===== config.mk =====
export PLATFORM = sky130hd
export DESIGN_NAME = rx_auto_flow_control
export DESIGN_NICKNAME = d
export VERILOG_FILES = /design/src/pkg/flow_ctl_pkg.sv /design/src/design/jam_timer.sv /design/src/design/rx_auto_flow_control.sv
export SDC_FILE = /design/constraint.sdc
export NUM_CORES = 1
export LEC_CHECK = 0
export BUFFER_PORTS_ARGS = -buffer_cell sky130_fd_sc_hd__buf_2
export CORE_MARGIN = 4
export CORE_UTILIZATION = 30
export DETAILED_ROUTE_END_ITERATION = 8
export HOLD_SLACK_MARGIN = 0.02
export PLACE_DENSITY = 0.47
export SLEW_MARGIN = 40
export SYNTH_ARGS = -nofsm -noshare
export SYNTH_HDL_FRONTEND = slang
export SYNTH_SLANG_ARGS = --single-unit

===== constraint.sdc =====
create_clock -name clk_sys_i -period 6.1 [get_ports clk_sys_i]
set_clock_uncertainty 0.05 [all_clocks]
set_input_delay 0.305 -clock clk_sys_i [delete_from_list [all_inputs] [get_ports clk_sys_i]]
set_output_delay 0.305 -clock clk_sys_i [all_outputs]
set_load 0.03 [all_outputs]

===== src/pkg/flow_ctl_pkg.sv =====
// Constants for the receive-side automatic flow controller.
// Assumes a 40 MHz system clock; all timing counts derive from it.
package flow_ctl_pkg;
  localparam int CLK_MHZ = 40;
  localparam int FIFO_CNT_W = 14;
  localparam int UNIT_SHIFT = 6;
  localparam int THR_W = 8;
  localparam int DUR_W = 4;
  localparam int QUAL_ANY_POS = 0;
  localparam int QUAL_OWN_POS = 1;
  localparam int QUAL_BRD_POS = 2;
  localparam int QUAL_MULT_POS = 3;
  localparam logic [3:0] QUAL_RESET = 4'h0;
  localparam logic [7:0] THR_RESET = 8'h00;
  localparam logic [3:0] DUR_RESET = 4'h0;
  localparam int DUR_SHORT_LAST = 3;
  localparam int DUR_STEP_US = 5;
  localparam int DUR_CODE3_US = 25;
  localparam int DUR_LONG_STEP_US = 50;
  localparam int DUR_10M_EXTRA_NS = 2200;
  localparam int DUR_10M_EXTRA_CYC = DUR_10M_EXTRA_NS * CLK_MHZ / 1000;
  localparam int JAM_CNT_W = 15;
  localparam logic [15:0] PAUSE_ZERO = 16'h0000;
endpackage : flow_ctl_pkg


===== src/design/jam_timer.sv =====
// Jam duration timer: decodes the duration code and counts it down.
// Assumes load_i is a one-cycle pulse on the system clock.
`timescale 1ns/10ps
module jam_timer (
  input  wire logic       clk_sys_i,
  input  wire logic       reset_i,
  input  wire logic       load_i,
  input  wire logic [3:0] code_i,
  input  wire logic       speed_100_i,
  output logic            busy_o
);
  logic [flow_ctl_pkg::JAM_CNT_W-1:0] cnt_reg;
  logic [flow_ctl_pkg::JAM_CNT_W-1:0] cnt_next;
  logic                               busy_next;

  function automatic logic [flow_ctl_pkg::JAM_CNT_W-1:0] dur_cycles(
    input logic [3:0] code, input logic fast);
    int us;
    int cyc;
    us = 0;
    if (int'(code) <= flow_ctl_pkg::DUR_SHORT_LAST) begin
      us = (int'(code) == flow_ctl_pkg::DUR_SHORT_LAST) ? flow_ctl_pkg::DUR_CODE3_US
           : (int'(code) + 1) * flow_ctl_pkg::DUR_STEP_US;
    end else begin
      us = (int'(code) - flow_ctl_pkg::DUR_SHORT_LAST) * flow_ctl_pkg::DUR_LONG_STEP_US;
    end
    cyc = us * flow_ctl_pkg::CLK_MHZ;
    if (!fast) begin
      cyc = cyc + flow_ctl_pkg::DUR_10M_EXTRA_CYC;
    end
    dur_cycles = cyc[flow_ctl_pkg::JAM_CNT_W-1:0];
  endfunction : dur_cycles

  always_comb begin
    cnt_next = cnt_reg;
    if (load_i) begin
      cnt_next = dur_cycles(code_i, speed_100_i);
    end else if (cnt_reg != '0) begin
      cnt_next = cnt_reg - 1'b1;
    end
    busy_next = (cnt_next != '0);
  end

  always_ff @(posedge clk_sys_i) begin
    if (reset_i) begin
      cnt_reg <= '0;
      busy_o  <= 1'b0;
    end else begin
      cnt_reg <= cnt_next;
      busy_o  <= busy_next;
    end
  end

  load_busy_a: assert property (@(posedge clk_sys_i) disable iff (reset_i)
    load_i |=> busy_o) else $error("jam timer did not start");
endmodule : jam_timer


===== src/design/rx_auto_flow_control.sv =====
// Receive automatic flow controller: back pressure or pause requests.
// Assumes frame events are one-cycle pulses from the MAC receive path.
//
// How it works
// Any-frame qualifier triggers at level; resets zero.
// Full duplex flow control only with any-frame.
// Half duplex any-frame reacts at preamble.
// Full duplex requests pause once level reached.
// Any-frame overrides multicast, broadcast, own-address.
// Duration code decodes per speed table.
// High threshold in 64-byte units triggers.
// Zero pause after drop below low.
// Half duplex jams matching frames for duration.
// Half duplex qualifiers: multicast, broadcast, own.
// Counter on system clock times the jam.
`timescale 1ns/10ps
module rx_auto_flow_control (
  input  wire logic        clk_sys_i,
  input  wire logic        reset_i,
  input  wire logic        any_frame_qualifier_i,
  input  wire logic        multicast_qualifier_i,
  input  wire logic        broadcast_qualifier_i,
  input  wire logic        own_address_qualifier_i,
  input  wire logic [7:0]  flow_high_threshold_i,
  input  wire logic [7:0]  flow_low_threshold_i,
  input  wire logic [3:0]  jam_duration_code_i,
  input  wire logic [15:0] pause_time_value_i,
  input  wire logic        full_duplex_i,
  input  wire logic        speed_100_i,
  input  wire logic [13:0] rx_fifo_used_i,
  input  wire logic        rx_preamble_i,
  input  wire logic        rx_addr_valid_i,
  input  wire logic        rx_multicast_i,
  input  wire logic        rx_broadcast_i,
  input  wire logic        rx_own_addr_i,
  input  wire logic        pause_ack_i,
  output logic             jam_o,
  output logic             pause_req_o,
  output logic [15:0]      pause_time_o,
  output logic             above_high_o
);
  // ------------------------------------------------------------
  // Level compare
  // ------------------------------------------------------------
  // Thresholds count 64-byte units; the FIFO level counts bytes
  function automatic logic [13:0] units_to_bytes(input logic [7:0] units);
    units_to_bytes = 14'(units) << flow_ctl_pkg::UNIT_SHIFT;
  endfunction : units_to_bytes

  // Software keeps the low level below the high one
  logic [13:0] high_bytes;
  logic [13:0] low_bytes;
  logic        at_high;
  logic        below_low;
  assign high_bytes = units_to_bytes(flow_high_threshold_i);
  assign low_bytes  = units_to_bytes(flow_low_threshold_i);
  assign at_high    = (rx_fifo_used_i >= high_bytes);
  assign below_low  = (rx_fifo_used_i < low_bytes);

  // ------------------------------------------------------------
  // Half duplex trigger
  // ------------------------------------------------------------
  logic hd_match;
  logic jam_load;
  logic jam_busy;
  // Any-frame skips address decode and reacts on the preamble
  always_comb begin
    hd_match = 1'b0;
    if (any_frame_qualifier_i) begin
      hd_match = rx_preamble_i;
    end else if (rx_addr_valid_i) begin
      hd_match = (multicast_qualifier_i & rx_multicast_i)
               | (broadcast_qualifier_i & rx_broadcast_i)
               | (own_address_qualifier_i & rx_own_addr_i);
    end
  end
  // Retrigger only when idle, so a long jam is not stretched forever
  assign jam_load = !full_duplex_i && at_high && hd_match && !jam_busy;

  jam_timer jam_timer_inst (
    .clk_sys_i   (clk_sys_i),
    .reset_i     (reset_i),
    .load_i      (jam_load),
    .code_i      (jam_duration_code_i),
    .speed_100_i (speed_100_i),
    .busy_o      (jam_busy)
  );

  // A trigger loads the timer on the edge that sees it
  any_start_a: assert property (@(posedge clk_sys_i) disable iff (reset_i)
    !full_duplex_i && any_frame_qualifier_i && at_high && rx_preamble_i && !jam_busy
    |=> jam_busy) else $error("preamble did not start a jam");
  qual_start_a: assert property (@(posedge clk_sys_i) disable iff (reset_i)
    !full_duplex_i && !any_frame_qualifier_i && at_high && rx_addr_valid_i && !jam_busy
    && ((multicast_qualifier_i && rx_multicast_i) || (broadcast_qualifier_i && rx_broadcast_i)
    || (own_address_qualifier_i && rx_own_addr_i)) |=> jam_busy)
    else $error("qualified frame did not start a jam");
  below_high_a: assert property (@(posedge clk_sys_i) disable iff (reset_i)
    !at_high && !jam_busy |=> !jam_busy) else $error("jam started below the level");
  jam_follow_a: assert property (@(posedge clk_sys_i) disable iff (reset_i)
    jam_load ##1 !full_duplex_i |=> jam_o) else $error("jam output did not follow");

  // ------------------------------------------------------------
  // Full duplex pause state
  // ------------------------------------------------------------
  typedef enum logic [1:0] {FD_IDLE, FD_PAUSED} fd_state_t;
  fd_state_t   fd_reg;
  fd_state_t   fd_next;
  logic        req_reg;
  logic        req_next;
  logic [15:0] time_reg;
  logic [15:0] time_next;
  logic        fd_enable;
  assign fd_enable = full_duplex_i && any_frame_qualifier_i;

  always_comb begin
    fd_next   = fd_reg;
    req_next  = req_reg;
    time_next = time_reg;
    if (req_reg && pause_ack_i) begin
      req_next = 1'b0;
    end
    case (fd_reg)
      FD_IDLE: begin
        if (fd_enable && at_high && !req_reg) begin
          req_next  = 1'b1;
          time_next = pause_time_value_i;
          fd_next   = FD_PAUSED;
        end
      end
      // Leaving flow control while paused sends no zero pause;
      // the zero pause waits until the high pause was taken
      FD_PAUSED: begin
        if (!fd_enable) begin
          fd_next = FD_IDLE;
        end else if (below_low && !req_next) begin
          req_next  = 1'b1;
          time_next = flow_ctl_pkg::PAUSE_ZERO;
          fd_next   = FD_IDLE;
        end
      end
      default: fd_next = FD_IDLE;
    endcase
  end

  always_ff @(posedge clk_sys_i) begin
    if (reset_i) begin
      fd_reg   <= FD_IDLE;
      req_reg  <= 1'b0;
      time_reg <= flow_ctl_pkg::PAUSE_ZERO;
    end else begin
      fd_reg   <= fd_next;
      req_reg  <= req_next;
      time_reg <= time_next;
    end
  end
  // Request and time leave straight from their registers
  assign pause_req_o  = req_reg;
  assign pause_time_o = time_reg;

  fd_quiet_a: assert property (@(posedge clk_sys_i) disable iff (reset_i)
    !any_frame_qualifier_i && fd_reg == FD_IDLE && !req_reg |=> !pause_req_o)
    else $error("pause requested without any-frame");
  fd_leave_a: assert property (@(posedge clk_sys_i) disable iff (reset_i)
    fd_reg == FD_PAUSED && !fd_enable |=> fd_reg == FD_IDLE)
    else $error("pause state kept without flow control");
  hd_nopause_a: assert property (@(posedge clk_sys_i) disable iff (reset_i)
    !full_duplex_i && fd_reg == FD_IDLE && !pause_req_o |=> !pause_req_o)
    else $error("pause requested in half duplex");
  fd_request_a: assert property (@(posedge clk_sys_i) disable iff (reset_i)
    fd_reg == FD_IDLE && fd_enable && at_high && !req_reg |=> pause_req_o)
    else $error("pause not requested at level");
  req_hold_a: assert property (@(posedge clk_sys_i) disable iff (reset_i)
    pause_req_o && !pause_ack_i |=> pause_req_o)
    else $error("pause request dropped early");
  ack_drop_a: assert property (@(posedge clk_sys_i) disable iff (reset_i)
    pause_req_o && pause_ack_i && !(fd_reg == FD_PAUSED && fd_enable && below_low)
    |=> !pause_req_o) else $error("pause request kept after ack");
  pause_stable_a: assert property (@(posedge clk_sys_i) disable iff (reset_i)
    pause_req_o && !pause_ack_i |=> $stable(pause_time_o))
    else $error("pause time changed while requested");

  pause_time_a: assert property (@(posedge clk_sys_i) disable iff (reset_i)
    fd_reg == FD_IDLE && fd_enable && at_high && !req_reg
    |=> pause_time_o == $past(pause_time_value_i)) else $error("wrong pause time");
  single_pause_a: assert property (@(posedge clk_sys_i) disable iff (reset_i)
    fd_reg == FD_PAUSED && !below_low |=> !$rose(pause_req_o))
    else $error("second pause at the high level");
  zero_pause_a: assert property (@(posedge clk_sys_i) disable iff (reset_i)
    fd_reg == FD_PAUSED && fd_enable && below_low && !pause_req_o
    |=> pause_req_o && pause_time_o == flow_ctl_pkg::PAUSE_ZERO)
    else $error("zero pause not requested");

  // ------------------------------------------------------------
  // Output registers
  // ------------------------------------------------------------
  logic jam_next;
  logic above_next;
  always_comb begin
    // A link turning full duplex cuts a running jam on the next edge
    jam_next   = jam_busy && !full_duplex_i;
    above_next = at_high;
  end

  always_ff @(posedge clk_sys_i) begin
    if (reset_i) begin
      jam_o        <= 1'b0;
      above_high_o <= 1'b0;
    end else begin
      jam_o        <= jam_next;
      above_high_o <= above_next;
    end
  end

  hd_nojam_a: assert property (@(posedge clk_sys_i) disable iff (reset_i)
    full_duplex_i |=> !jam_o) else $error("jam in full duplex");
  above_level_a: assert property (@(posedge clk_sys_i) disable iff (reset_i)
    rx_fifo_used_i >= units_to_bytes(flow_high_threshold_i) |=> above_high_o)
    else $error("level flag not raised");
  below_level_a: assert property (@(posedge clk_sys_i) disable iff (reset_i)
    rx_fifo_used_i < units_to_bytes(flow_high_threshold_i) |=> !above_high_o)
    else $error("level flag raised below the level");
endmodule : rx_auto_flow_control


==> summary.txt <==
CTS
  – Number of buffers created by CTS: 5
  – Hold buffer count at cts: 0
  – Clock Path Buffers: 2
  – CTS clk-pin slew, worst paths: 0.06 ns
  – Post-CTS Setup Repair Bufs: 0
  – Clock sink total: 36
  – Clk_lat worst skew: 0.28 ns
  – H-Tree Level Count: 2
  – Post-CTS Resized: 0
  – CTS tree: built
  – Root buf cell: clkbuf_16

Placed design
  – Final RePlAce weighted congestion: 0.8019
  – DP HPWL: 6.694 mm
  – Post-DP Area: 3971 sq um
  – Port-buffer cells: 82

Floorplanning
  – Die footprint: 13160 sq um
  – DIE HEIGHT: 114.7 um
  – Row cnt: 38
  – Initial Utilization: 31.11%
  – Core box area: 10980 sq um
  – Die X: 114.7 um
  – # IOs: 83

Pwr
  – Leak pwr: 2.025 nW
  – Total Power: 0.001539 W
  – Worst IR drop on VDD: 166.0 uV
  – Power per cell area: 371.9 nW/um^2

Critical path
  – Slowest cell on the critical path: fa_1
  – R2r endpoint: jam_timer_inst.busy_o
  – Critical path data required time: 6.25 ns
  – CP peak stage delay: 0.54 ns
  – Crit Path Max Fanout: 12
  – Reg2reg path depth: 10
  – Critical path arrival: 5.54 ns
  – Kind of critical path: in2reg
  – Worst r2r src: jam_timer_inst.cnt_reg[0]
  – CP Capture Type: flip-flop
  – WP depth: 20
  – Critical path launch point type: input pin
  – Worst path top cell family by delay: adder cells
  – Cell Chain, Critical Path: buf_2 > ha_1 > or3_1 > fa_1 > inv_1 > ha_1 > ha_1 > fa_1 > nor2b_1 > ha_1 > ha_1 > o21ai_0 > a21oi_1 > o311a_1 > a21oi_1 > nand3_1 > xnor2_1 > and2_0 > or3_1 > a41oi_1
  – CP Buf/Inv Count: 2
  – Cell mode on critical path: ha_1
  – R2R setup slack: 3.24 ns

Synthesis
  – Main flop type after synthesis: dfxtp_1
  – Post-synth EDFFs: 0
  – Net Count, Synth: 532
  – Yosys reg bits: 36
  – Yosys warnings: 0
  – Netlist Area Pre-Place: 3417 sq um
  – Async S/R FF share, synth: 0%
  – Netlist cell types: 61
  – Sequential fraction of the synthesis area: 21.09%
  – Avg Cell Area, Syn: 8.375 sq um
  – Syn Inst Count: 408

STA
  – Fraction of the cycle the final worst path needs: 88.25%
  – Minimum clock period: 5.383 ns
  – Slew @ Worst Pin: 0.6510 ns
  – Relative slew slack: 56.28%
  – Final setup violation count: 0
  – Hold violation total from the final report: 0
  – Min Hold Slack: 0.1832 ns
  – Slew Viols, Final: 0
  – Setup TNS: 0 ns
  – RSZ-0062 raised after global routing: false
  – Max Freq: 0.1858 GHz

Global route
  – Remaining Overflow, GRT: 0
  – Largest net degree at the start of global routing: 20
  – Tot GR Track Use: 12.37%
  – Vias in the first global route: 3003
  – Global-route wire length before repair: 13.66 mm
  – Initial antenna violation count: 0

Final layout
  – Max reg flops: 16
  – Most common cell after layout, fill and taps aside: buf_2
  – Area Growth Syn to Fin: 21.13%
  – Ant diodes: 0
  – Most frequent cells in the layout: buf_2, ha_1, nor2_1, inv_1, dfxtp_1
  – Layout cells sized above 1: 21.15%
  – Post-Route Utilization: 37.69%
  – Nets: 610
  – Design area: 4139 sq um

Worst hold path
  – Hold path depth: 2
  – Hold Path Origin: pause_time_value_i[1]
  – Min-Delay Endpoint: pause_time_o[1]
  – Hold Crit Class: in2reg

Detailed routing
  – WL met3: 564 um
  – Mean routed wirelength per cell: 12.93 um
  – WL met1: 3.999 mm
  – Met2 WL post-DR: 3.495 mm
  – Routed wire length: 8.108 mm
  – DR vias/cell: 4.947
  – # DRC: 0
  – Uppermost layer routed: met4
  – Pre-Repair DR Iteration Count: 4
  – Detailed Route Iter0 Violations: 162
  – Antenna-violating nets left: 0
  – Vias: 3102

Run
  – Max-cap viol count: 0

Run status
  – Outcome: finished, final reports clean
worst register-to-register path: cells and delay by family (launching register included):
kind / cells / cell delay, ns
and+or+nand+nor: 4 / 0.96
buffers and inverters: 1 / 0.13
adders and majority gates: 1 / 0.19
AOI/OAI and AO/OA: 3 / 0.83
DFF: 1 / 0.32
muxes: 1 / 0.25
how the worst max path moves through the flow:
stage / start / to
global placement: jam_duration_code_i[0] / jam_timer_inst.busy_o
floorplan: jam_duration_code_i[1] / jam_timer_inst.busy_o
finish: jam_duration_code_i[0] / jam_timer_inst.busy_o
CTS: jam_duration_code_i[0] / jam_timer_inst.busy_o
detailed placement: jam_duration_code_i[0] / jam_timer_inst.busy_o
global route: jam_duration_code_i[0] / jam_timer_inst.busy_o
layout make-up:
cell class                 count  area, sq um
sequential                    36        720.7
fill                        1168         6844
inverter                      38        142.6
timing repair buffer          84        425.4
clock buffer                   5        125.1
tap                          140        175.2
multi-input combinational    321         2507
clock inverter                 3        42.54
Yosys cell counts, drive strengths merged (3+ instances only):
cell type,instances,area [sq um]
or2,4,25.03
xor2,10,87.58
and3,5,31.28
a2111oi,3,32.53
or3,7,43.79
nand2,17,63.81
a31oi,3,18.77
o21a,3,22.52
ha,55,688.2
a211oi,5,37.54
nand3,6,30.03
fa,5,100.1
clkbuf,11,41.29
o21ai,12,60.06
nand4,4,25.02
nand2b,7,43.79
a21o,6,45.04
nor2,44,165.2
dfxtp,36,720.7
nor3,11,55.05
a22o,16,140.1
a21oi,22,110.1
inv,38,142.6
mux2i,3,30.03
nor2b,7,43.79
and2,5,31.28
xnor2,25,219.0
nor4,4,37.53
power by group:
part           internal (W)  switching (W)
sequential         0.000276      0.0000338
combinational      0.000432       0.000507
clock              0.000192      0.0000990
total              0.000900       0.000640
kinds of logic (layout without fill, tap and decap cells):
group	count (synthesis)	count (layout)	share of synthesized area, %
xor gates and xnor gates	36	36	9.630
muxes	4	4	1.208
adders and majority gates	60	60	23.07
DFF	36	36	21.09
buffers and inverters	51	130	5.859
and+or+nand+nor	130	130	20.18
AOI/OAI and AO/OA	91	91	18.97
per-layer routing:
| metal | up-vias | track usage, % |
|---|---|---|
| met5 | - | 0 |
| met3 | 4 | 2.537 |
| met1 | 1415 | 17.02 |
| li1 | 1605 | - |
| met4 | 0 | 2.347 |
| met2 | 78 | 20.22 |
metrics by stage:
stage          setup slack, ns  std cells
2_1_floorplan           0.7927        408
3_3_place_gp            0.5508        619
3_5_place_dp            0.4349        619
4_1_cts                 0.7039        627
5_1_grt                 0.3506        627
6_report                0.7167        627
Note: power is estimated with default switching activity, not from simulation.
